--- config.mk ---
export PLATFORM = sky130hd
export DESIGN_NAME = prio_bank
export DESIGN_NICKNAME = d
export VERILOG_FILES = /design/src/inc/prio_bank_pkg.sv /design/src/core/prio_bank.sv
export SDC_FILE = /design/constraint.sdc
export NUM_CORES = 1
export LEC_CHECK = 0
export BUFFER_PORTS_ARGS = -buffer_cell sky130_fd_sc_hd__buf_2
export CAP_MARGIN = 0
export CELL_PAD_IN_SITES_DETAIL_PLACEMENT = 1
export CELL_PAD_IN_SITES_GLOBAL_PLACEMENT = 1
export CORE_ASPECT_RATIO = 1.75
export CORE_MARGIN = 3
export CORE_UTILIZATION = 36
export DETAILED_ROUTE_END_ITERATION = 10
export PLACE_DENSITY = 0.87
export SYNTH_ARGS = -nofsm -noshare
export SYNTH_HDL_FRONTEND = slang
export SYNTH_SLANG_ARGS = --single-unit
--- constraint.sdc ---
create_clock -name clk -period 1.8 [get_ports clk]
set_input_delay 0.18 -clock clk [delete_from_list [all_inputs] [get_ports clk]]
set_output_delay 0.18 -clock clk [all_outputs]
set_load 0.02 [all_outputs]
--- src/inc/prio_bank_pkg.sv ---
// package: register map, field layout and types of the priority bank
package prio_bank_pkg;
  localparam int ADDR_W = 12;
  localparam int DATA_W = 32;
  localparam int REG_W = 16;
  localparam int LVL_W = 3;
  localparam int NUM_SRC = 18;
  // byte offsets (chosen; five aligned words)
  localparam logic [ADDR_W-1:0] OFS_CTRL_3 = 12'h000;
  localparam logic [ADDR_W-1:0] OFS_CTRL_4 = 12'h004;
  localparam logic [ADDR_W-1:0] OFS_CTRL_5 = 12'h008;
  localparam logic [ADDR_W-1:0] OFS_CTRL_6 = 12'h00C;
  localparam logic [ADDR_W-1:0] OFS_CTRL_7 = 12'h010;
  // field low bit positions
  localparam int POS_F3 = 12;
  localparam int POS_F2 = 8;
  localparam int POS_F1 = 4;
  localparam int POS_F0 = 0;
  // implemented-bit masks per register
  localparam logic [REG_W-1:0] MASK_CTRL_3 = 16'h0777;
  localparam logic [REG_W-1:0] MASK_CTRL_4 = 16'h7077;
  localparam logic [REG_W-1:0] MASK_FULL = 16'h7777;
  // every field loads 100 while srst is high
  localparam logic [LVL_W-1:0] LVL_RESET = 3'h4;
  localparam logic [LVL_W-1:0] LVL_OFF = 3'h0;
  localparam logic [REG_W-1:0] RESET_CTRL_3 = 16'h0444;
  localparam logic [REG_W-1:0] RESET_CTRL_4 = 16'h4044;
  localparam logic [REG_W-1:0] RESET_FULL = 16'h4444;

  typedef logic [LVL_W-1:0] level_t;

  typedef struct packed {
    logic psel;
    logic penable;
    logic pwrite;
    logic [ADDR_W-1:0] paddr;
    logic [DATA_W-1:0] pwdata;
    logic [DATA_W/8-1:0] pstrb;
  } apb_req_t;

  typedef struct packed {
    logic pready;
    logic pslverr;
    logic [DATA_W-1:0] prdata;
  } apb_rsp_t;

  // levels in order: ctrl_3 f2,f1,f0; ctrl_4 f3,f1,f0; ctrl_5..7 f3..f0
  typedef struct packed {
    level_t dma_ch1_done_priority;
    level_t adc_a_done_priority;
    level_t uart_a_tx_priority;
    level_t pin_change_priority;
    level_t i2c_a_master_priority;
    level_t i2c_a_slave_priority;
    level_t capture_ch8_priority;
    level_t capture_ch7_priority;
    level_t adc_b_done_priority;
    level_t ext_irq1_priority;
    level_t timer4_priority;
    level_t compare_ch4_priority;
    level_t compare_ch3_priority;
    level_t dma_ch2_done_priority;
    level_t uart_b_tx_priority;
    level_t uart_b_rx_priority;
    level_t ext_irq2_priority;
    level_t timer5_priority;
  } prio_levels_t;

  typedef struct packed {
    logic [REG_W-1:0] ctrl_3;
    logic [REG_W-1:0] ctrl_4;
    logic [REG_W-1:0] ctrl_5;
    logic [REG_W-1:0] ctrl_6;
    logic [REG_W-1:0] ctrl_7;
    apb_rsp_t rsp;
    prio_levels_t levels;
    logic [NUM_SRC-1:0] src_enabled;
  } bank_state_t;
endpackage
--- src/core/prio_bank.sv ---
// priority register bank for interrupt sources, APB slave
`timescale 1ns/1ps
module prio_bank (
  // clock and reset
  input wire logic clk,
  input wire logic srst,
  // register bus
  input wire prio_bank_pkg::apb_req_t apb_req,
  output prio_bank_pkg::apb_rsp_t apb_rsp,
  // levels to the arbitration logic
  output prio_bank_pkg::prio_levels_t levels,
  output logic [prio_bank_pkg::NUM_SRC-1:0] src_enabled
);
  import prio_bank_pkg::*;

  bank_state_t state;
  bank_state_t next_state;
  logic access;
  logic wr;
  logic [REG_W-1:0] wdata;
  logic [REG_W-1:0] wmask;

  ////////////////////////////////////////////////////////////////////////////
  // byte-lane merge of write data

  always_comb begin
    wdata = apb_req.pwdata[REG_W-1:0];
    wmask = {{8{apb_req.pstrb[1]}}, {8{apb_req.pstrb[0]}}};
  end

  assign access = apb_req.psel & apb_req.penable & ~state.rsp.pready;
  assign wr = access & apb_req.pwrite;

  function automatic logic [REG_W-1:0] merge(
    input logic [REG_W-1:0] cur,
    input logic [REG_W-1:0] impl
  );
    // only implemented bits under an enabled byte lane change
    merge = (cur & ~(wmask & impl)) | (wdata & wmask & impl);
  endfunction

  ////////////////////////////////////////////////////////////////////////////
  // next state

  always_comb begin
    logic [NUM_SRC*LVL_W-1:0] flat;
    flat = '0;
    next_state = state;
    next_state.rsp.pready = access;
    next_state.rsp.pslverr = 1'b0;
    next_state.rsp.prdata = '0;
    if (access) begin
      case (apb_req.paddr)
        OFS_CTRL_3: begin
          if (wr) next_state.ctrl_3 = merge(state.ctrl_3, MASK_CTRL_3);
          next_state.rsp.prdata = {16'h0000, state.ctrl_3 & MASK_CTRL_3};
        end
        OFS_CTRL_4: begin
          if (wr) next_state.ctrl_4 = merge(state.ctrl_4, MASK_CTRL_4);
          next_state.rsp.prdata = {16'h0000, state.ctrl_4 & MASK_CTRL_4};
        end
        OFS_CTRL_5: begin
          if (wr) next_state.ctrl_5 = merge(state.ctrl_5, MASK_FULL);
          next_state.rsp.prdata = {16'h0000, state.ctrl_5 & MASK_FULL};
        end
        OFS_CTRL_6: begin
          if (wr) next_state.ctrl_6 = merge(state.ctrl_6, MASK_FULL);
          next_state.rsp.prdata = {16'h0000, state.ctrl_6 & MASK_FULL};
        end
        OFS_CTRL_7: begin
          if (wr) next_state.ctrl_7 = merge(state.ctrl_7, MASK_FULL);
          next_state.rsp.prdata = {16'h0000, state.ctrl_7 & MASK_FULL};
        end
        default: begin
          next_state.rsp.pslverr = 1'b1;
        end
      endcase
    end
    // unpack fields from the updated registers so levels follow writes at once
    next_state.levels.dma_ch1_done_priority = next_state.ctrl_3[POS_F2 +: LVL_W];
    next_state.levels.adc_a_done_priority = next_state.ctrl_3[POS_F1 +: LVL_W];
    next_state.levels.uart_a_tx_priority = next_state.ctrl_3[POS_F0 +: LVL_W];
    next_state.levels.pin_change_priority = next_state.ctrl_4[POS_F3 +: LVL_W];
    next_state.levels.i2c_a_master_priority = next_state.ctrl_4[POS_F1 +: LVL_W];
    next_state.levels.i2c_a_slave_priority = next_state.ctrl_4[POS_F0 +: LVL_W];
    next_state.levels.capture_ch8_priority = next_state.ctrl_5[POS_F3 +: LVL_W];
    next_state.levels.capture_ch7_priority = next_state.ctrl_5[POS_F2 +: LVL_W];
    next_state.levels.adc_b_done_priority = next_state.ctrl_5[POS_F1 +: LVL_W];
    next_state.levels.ext_irq1_priority = next_state.ctrl_5[POS_F0 +: LVL_W];
    next_state.levels.timer4_priority = next_state.ctrl_6[POS_F3 +: LVL_W];
    next_state.levels.compare_ch4_priority = next_state.ctrl_6[POS_F2 +: LVL_W];
    next_state.levels.compare_ch3_priority = next_state.ctrl_6[POS_F1 +: LVL_W];
    next_state.levels.dma_ch2_done_priority = next_state.ctrl_6[POS_F0 +: LVL_W];
    next_state.levels.uart_b_tx_priority = next_state.ctrl_7[POS_F3 +: LVL_W];
    next_state.levels.uart_b_rx_priority = next_state.ctrl_7[POS_F2 +: LVL_W];
    next_state.levels.ext_irq2_priority = next_state.ctrl_7[POS_F1 +: LVL_W];
    next_state.levels.timer5_priority = next_state.ctrl_7[POS_F0 +: LVL_W];
    // level code is the priority itself: 001 lowest .. 111 highest
    flat = next_state.levels;
    for (int i = 0; i < NUM_SRC; i++) begin
      next_state.src_enabled[i] = (flat[i*LVL_W +: LVL_W] != LVL_OFF);
    end
    if (srst) begin
      next_state.ctrl_3 = RESET_CTRL_3;
      next_state.ctrl_4 = RESET_CTRL_4;
      next_state.ctrl_5 = RESET_FULL;
      next_state.ctrl_6 = RESET_FULL;
      next_state.ctrl_7 = RESET_FULL;
      next_state.rsp = '0;
      next_state.levels = {NUM_SRC{LVL_RESET}};
      next_state.src_enabled = '1;
    end
  end

  ////////////////////////////////////////////////////////////////////////////
  // state register

  always_ff @(posedge clk) begin
    state <= next_state;
  end

  assign apb_rsp = state.rsp;
  assign levels = state.levels;
  assign src_enabled = state.src_enabled;

endmodule // prio_bank

==> impl_metrics.csv <==
group,metric,value,unit
run_status,status,"finished clean",
power_and_ir_drop,clkPwrFrac,47.0,%
worst_setup_path,cpMaxStageDelayCell,"and4b_1",
hold_path,hold_class,"input port to flip-flop",
yosys,yosysUniqueCellTypes,42,
worst_setup_path,worstPathMaxFanout,4,
power_and_ir_drop,p_comb_share,6.6,%
floorplan,core_area,0.01048,mm2
power_and_ir_drop,seq_power_share,46.4,%
timing,worst_slew_margin_rel,58.34,%
timing,min_period_over_period,91.94,%
power_and_ir_drop,p_per_area,800.2,mW/mm2
run,cap_violations,0,
detailed_routing,routed_via_density,5.325,
yosys,synth_top_area_share,43.89,%
yosys,yosys.area.top_type,"dfxtp_1",
yosys,synth-seq-cells,86,
timing,tightestPinTransition,0.6192,ns
power_and_ir_drop,p_sw,950.6,uW
detailed_routing,route.met3.wl,668,um
detailed_routing,num_vias,3493,
global_route,antenna_found_initial,0,
floorplan,die_y,144.1,um
timing,holdWs,0.1602,ns
worst_setup_path,crit_path_end_kind,"flip-flop",
clock_tree,clk_pin_slew,0.06,ns
detailed_routing,ant_nets,0,
worst_setup_path,critical_path_class,"flip-flop to flip-flop",
power_and_ir_drop,p_sw_share,23.16,%
timing,finalHoldViolCount,0,
worst_setup_path,max_stage_delay,0.34,ns
floorplan,num_rows,49,
placement,placed_area,0.004816,mm2
yosys,syn_inst,379,
detailed_routing,firstDrtPassIters,4,
detailed_routing,wl_per_cell,19.78,um
layout,fin_area,0.005130,mm2
power_and_ir_drop,ir_drop,0.0005279,V
global_route,gr-total-overflow,0,
floorplan,die-area,0.01223,mm2
floorplan,start_util,37.41,%
placement,dp_hpwl,10070,um
clock_tree,cts_hold_buf,0,
yosys,synth_edf_count,0,
yosys,synthesis.area,0.003923,mm2
detailed_routing,drt-met1-wl,4628,um
global_route,grt_pass1_vias,3777,
clock_tree,cts_buffers,9,
detailed_routing,top_layer,"met4",
layout,antenna_cells,0,
detailed_routing,wl_met2,7344,um
global_route,grt_pass1_wl,20530,um
global_route,grt_max_degree,27,
detailed_routing,wirelength,12980,um
placement,io_buffers,116,
yosys,synth_warnings,0,
worst_setup_path,worstPathRequired,2.01,ns
timing,skew,0.005854,ns
global_route,grt_use_total,21.75,%
timing,period_needed,1.655,ns
worst_setup_path,startpoint_type,"flip-flop",
timing,fmax,604.3,MHz
clock_tree,clockBufferDepth,2,
layout,nFillCells,1209,
floorplan,die_x,84.91,um
yosys,synthArstFlopShare,0,%
power_and_ir_drop,p_leak,0.002473,uW
yosys,seq_area_frac_synth,43.89,%
yosys,avgSynthCellArea,10.35,um2
power_and_ir_drop,p_int,3154,uW
worst_setup_path,worstPathArrival,1.87,ns
layout,fin_nets,577,
timing,rsz0062_at_grt,"false",
yosys,synth_ff_type,"dfxtp_1",
detailed_routing,drtIter0Drc,181,
worst_setup_path,crit_path_cell_trace,"and4b_1 > and2_0 > nand4_2 > buf_4 > mux2i_1",
clock_tree,root_buffer,"clkbuf_16",
timing,finalSetupViolCount,0,
detailed_routing,drc,0,
clock_tree,cts_setup_buffers,0,
clock_tree,h-tree-depth,3,
timing,slew_viol_final,0,
yosys,synth.area.top_cells,"dfxtp_1 (44%), mux2i_1 (19%), nand2b_1 (7.2%)",
clock_tree,clkLatencyLatePin,0.34,ns
placement,place_congestion,0.8547,
timing,setup_tns,0,ns
floorplan,num_io_pins,159,
clock_tree,clock_sinks,86,
layout,drive_above_1_share,36.48,%
layout,area_growth,30.78,%
clock_tree,cts_tree,"yes",
-- kinds of logic after synthesis --
| group | after synthesis | share of synthesized area, % |
|---|---|---|
| mux | 85 | 23.51 |
| other cells | 1 | 0.09560 |
| buf+inv | 45 | 6.475 |
| simple gates | 138 | 20.99 |
| flops | 86 | 43.89 |
| compound gates | 24 | 5.040 |
-- timing repair --
action / 4_1_cts / 5_1_grt
endpoints found under the hold margin: 0 / 0
endpoints found under the setup margin: 0 / 3
gates resized for setup: 0 / 2
-- cell usage in the layout (no fill, tap or decap), drive strengths merged, types with 2 or more instances in the layout --
cell type,instances
a2111oi,4
a21oi,4
a222oi,5
and2,2
and4,3
buf,155
clkbuf,12
clkinv,2
conb,20
dfxtp,86
inv,5
mux2,7
mux2i,73
mux4,5
nand2,7
nand2b,45
nand3,3
nand4,4
nor2,33
nor2b,2
nor3,4
nor4,28
o2bb2ai,5
or3,3
-- worst max-delay path: cells and delay by family, from the launching register on --
family | cells | cell delay [ns]
and+or+nand+nor | 3 | 0.86
DFF | 1 | 0.32
buffers and inverters | 1 | 0.23
muxes | 1 | 0.12
-- through the flow --
| stage | setup slack [ns] | cells | utilization (%) | power (uW) |
|---|---|---|---|---|
| 6_report | 0.1451 | 656 | 48.93 | 4105 |
| 3_3_place_gp | -0.07470 | 640 | 45.94 | 2202 |
| 5_1_grt | 0.04110 | 656 | 48.93 | 4247 |
| 2_1_floorplan | 0.1523 | 398 | - | 2133 |
| 3_5_place_dp | -0.08602 | 640 | 45.94 | 2213 |
| 4_1_cts | 0.1161 | 656 | 48.91 | 4127 |
-- Yosys cell counts, types with 3 or more instances --
master      n
a2111oi_0   4
a21oi_1     4
a222oi_1    5
and4_1      3
buf_4      20
clkbuf_1   16
dfxtp_1    86
inv_1       5
mux2_2      7
mux2i_1    73
mux4_2      5
nand2_1     3
nand2_2     4
nand2b_1   45
nand3_1     3
nor2_1     31
nor3_1      3
nor4_1     26
o2bb2ai_1   5
or3_1       3
-- metal layers --
| layer | vias to the layer above | GRT usage (%) |
|---|---|---|
| met2 | 134 | 41.68 |
| met5 | - | 0 |
| met3 | 24 | 4.048 |
| met4 | 0 | 11.09 |
| met1 | 1710 | 22.04 |
| li1 | 1625 | - |
-- power by group through the flow --
| stage | combinational (uW) | sequential, uW | clock [uW] |
|---|---|---|---|
| after floorplan | 182 | 1950 | 0 |
| after CTS | 267 | 1910 | 1960 |
| after detailed placement | 265 | 1950 | 0 |
| after global placement | 254 | 1950 | 0 |
| final | 270 | 1910 | 1930 |
| after global routing | 292 | 1900 | 2050 |
-- worst paths after layout --
check | start | to | slack, ns | depth (start not counted)
setup / recovery | apb_rsp[33]$_SDFF_PP0_ | src_enabled[10]$_SDFF_PP1_ | 0.15 | 5
hold / removal | apb_req[5] | src_enabled[12]$_SDFF_PP1_ | 0.16 | 3
setup reg to reg | apb_rsp[33]$_SDFF_PP0_ | src_enabled[10]$_SDFF_PP1_ | 0.15 | 5
hold reg to reg | state[106]$_SDFF_PP0_ | apb_rsp[0]$_SDFF_PP0_ | 0.50 | 1
-- registers in the layout (all words and copies together), names as in the netlist --
| name | cells |
|---|---|
| apb_rsp | 14 |
| src_enabled | 18 |
| state | 54 |
-- layout make-up --
type | count | area [um2] | share of cell area [%]
tap | 127 | 158.9 | 3.098
sequential | 86 | 1722 | 33.56
timing repair buffer | 155 | 898.4 | 17.51
multi-input combinational | 267 | 2021 | 39.39
inverter | 5 | 18.77 | 0.3659
clock inverter | 4 | 55.05 | 1.073
clock buffer | 12 | 256.5 | 5.000
Note: power is estimated with default switching activity, not from simulation.
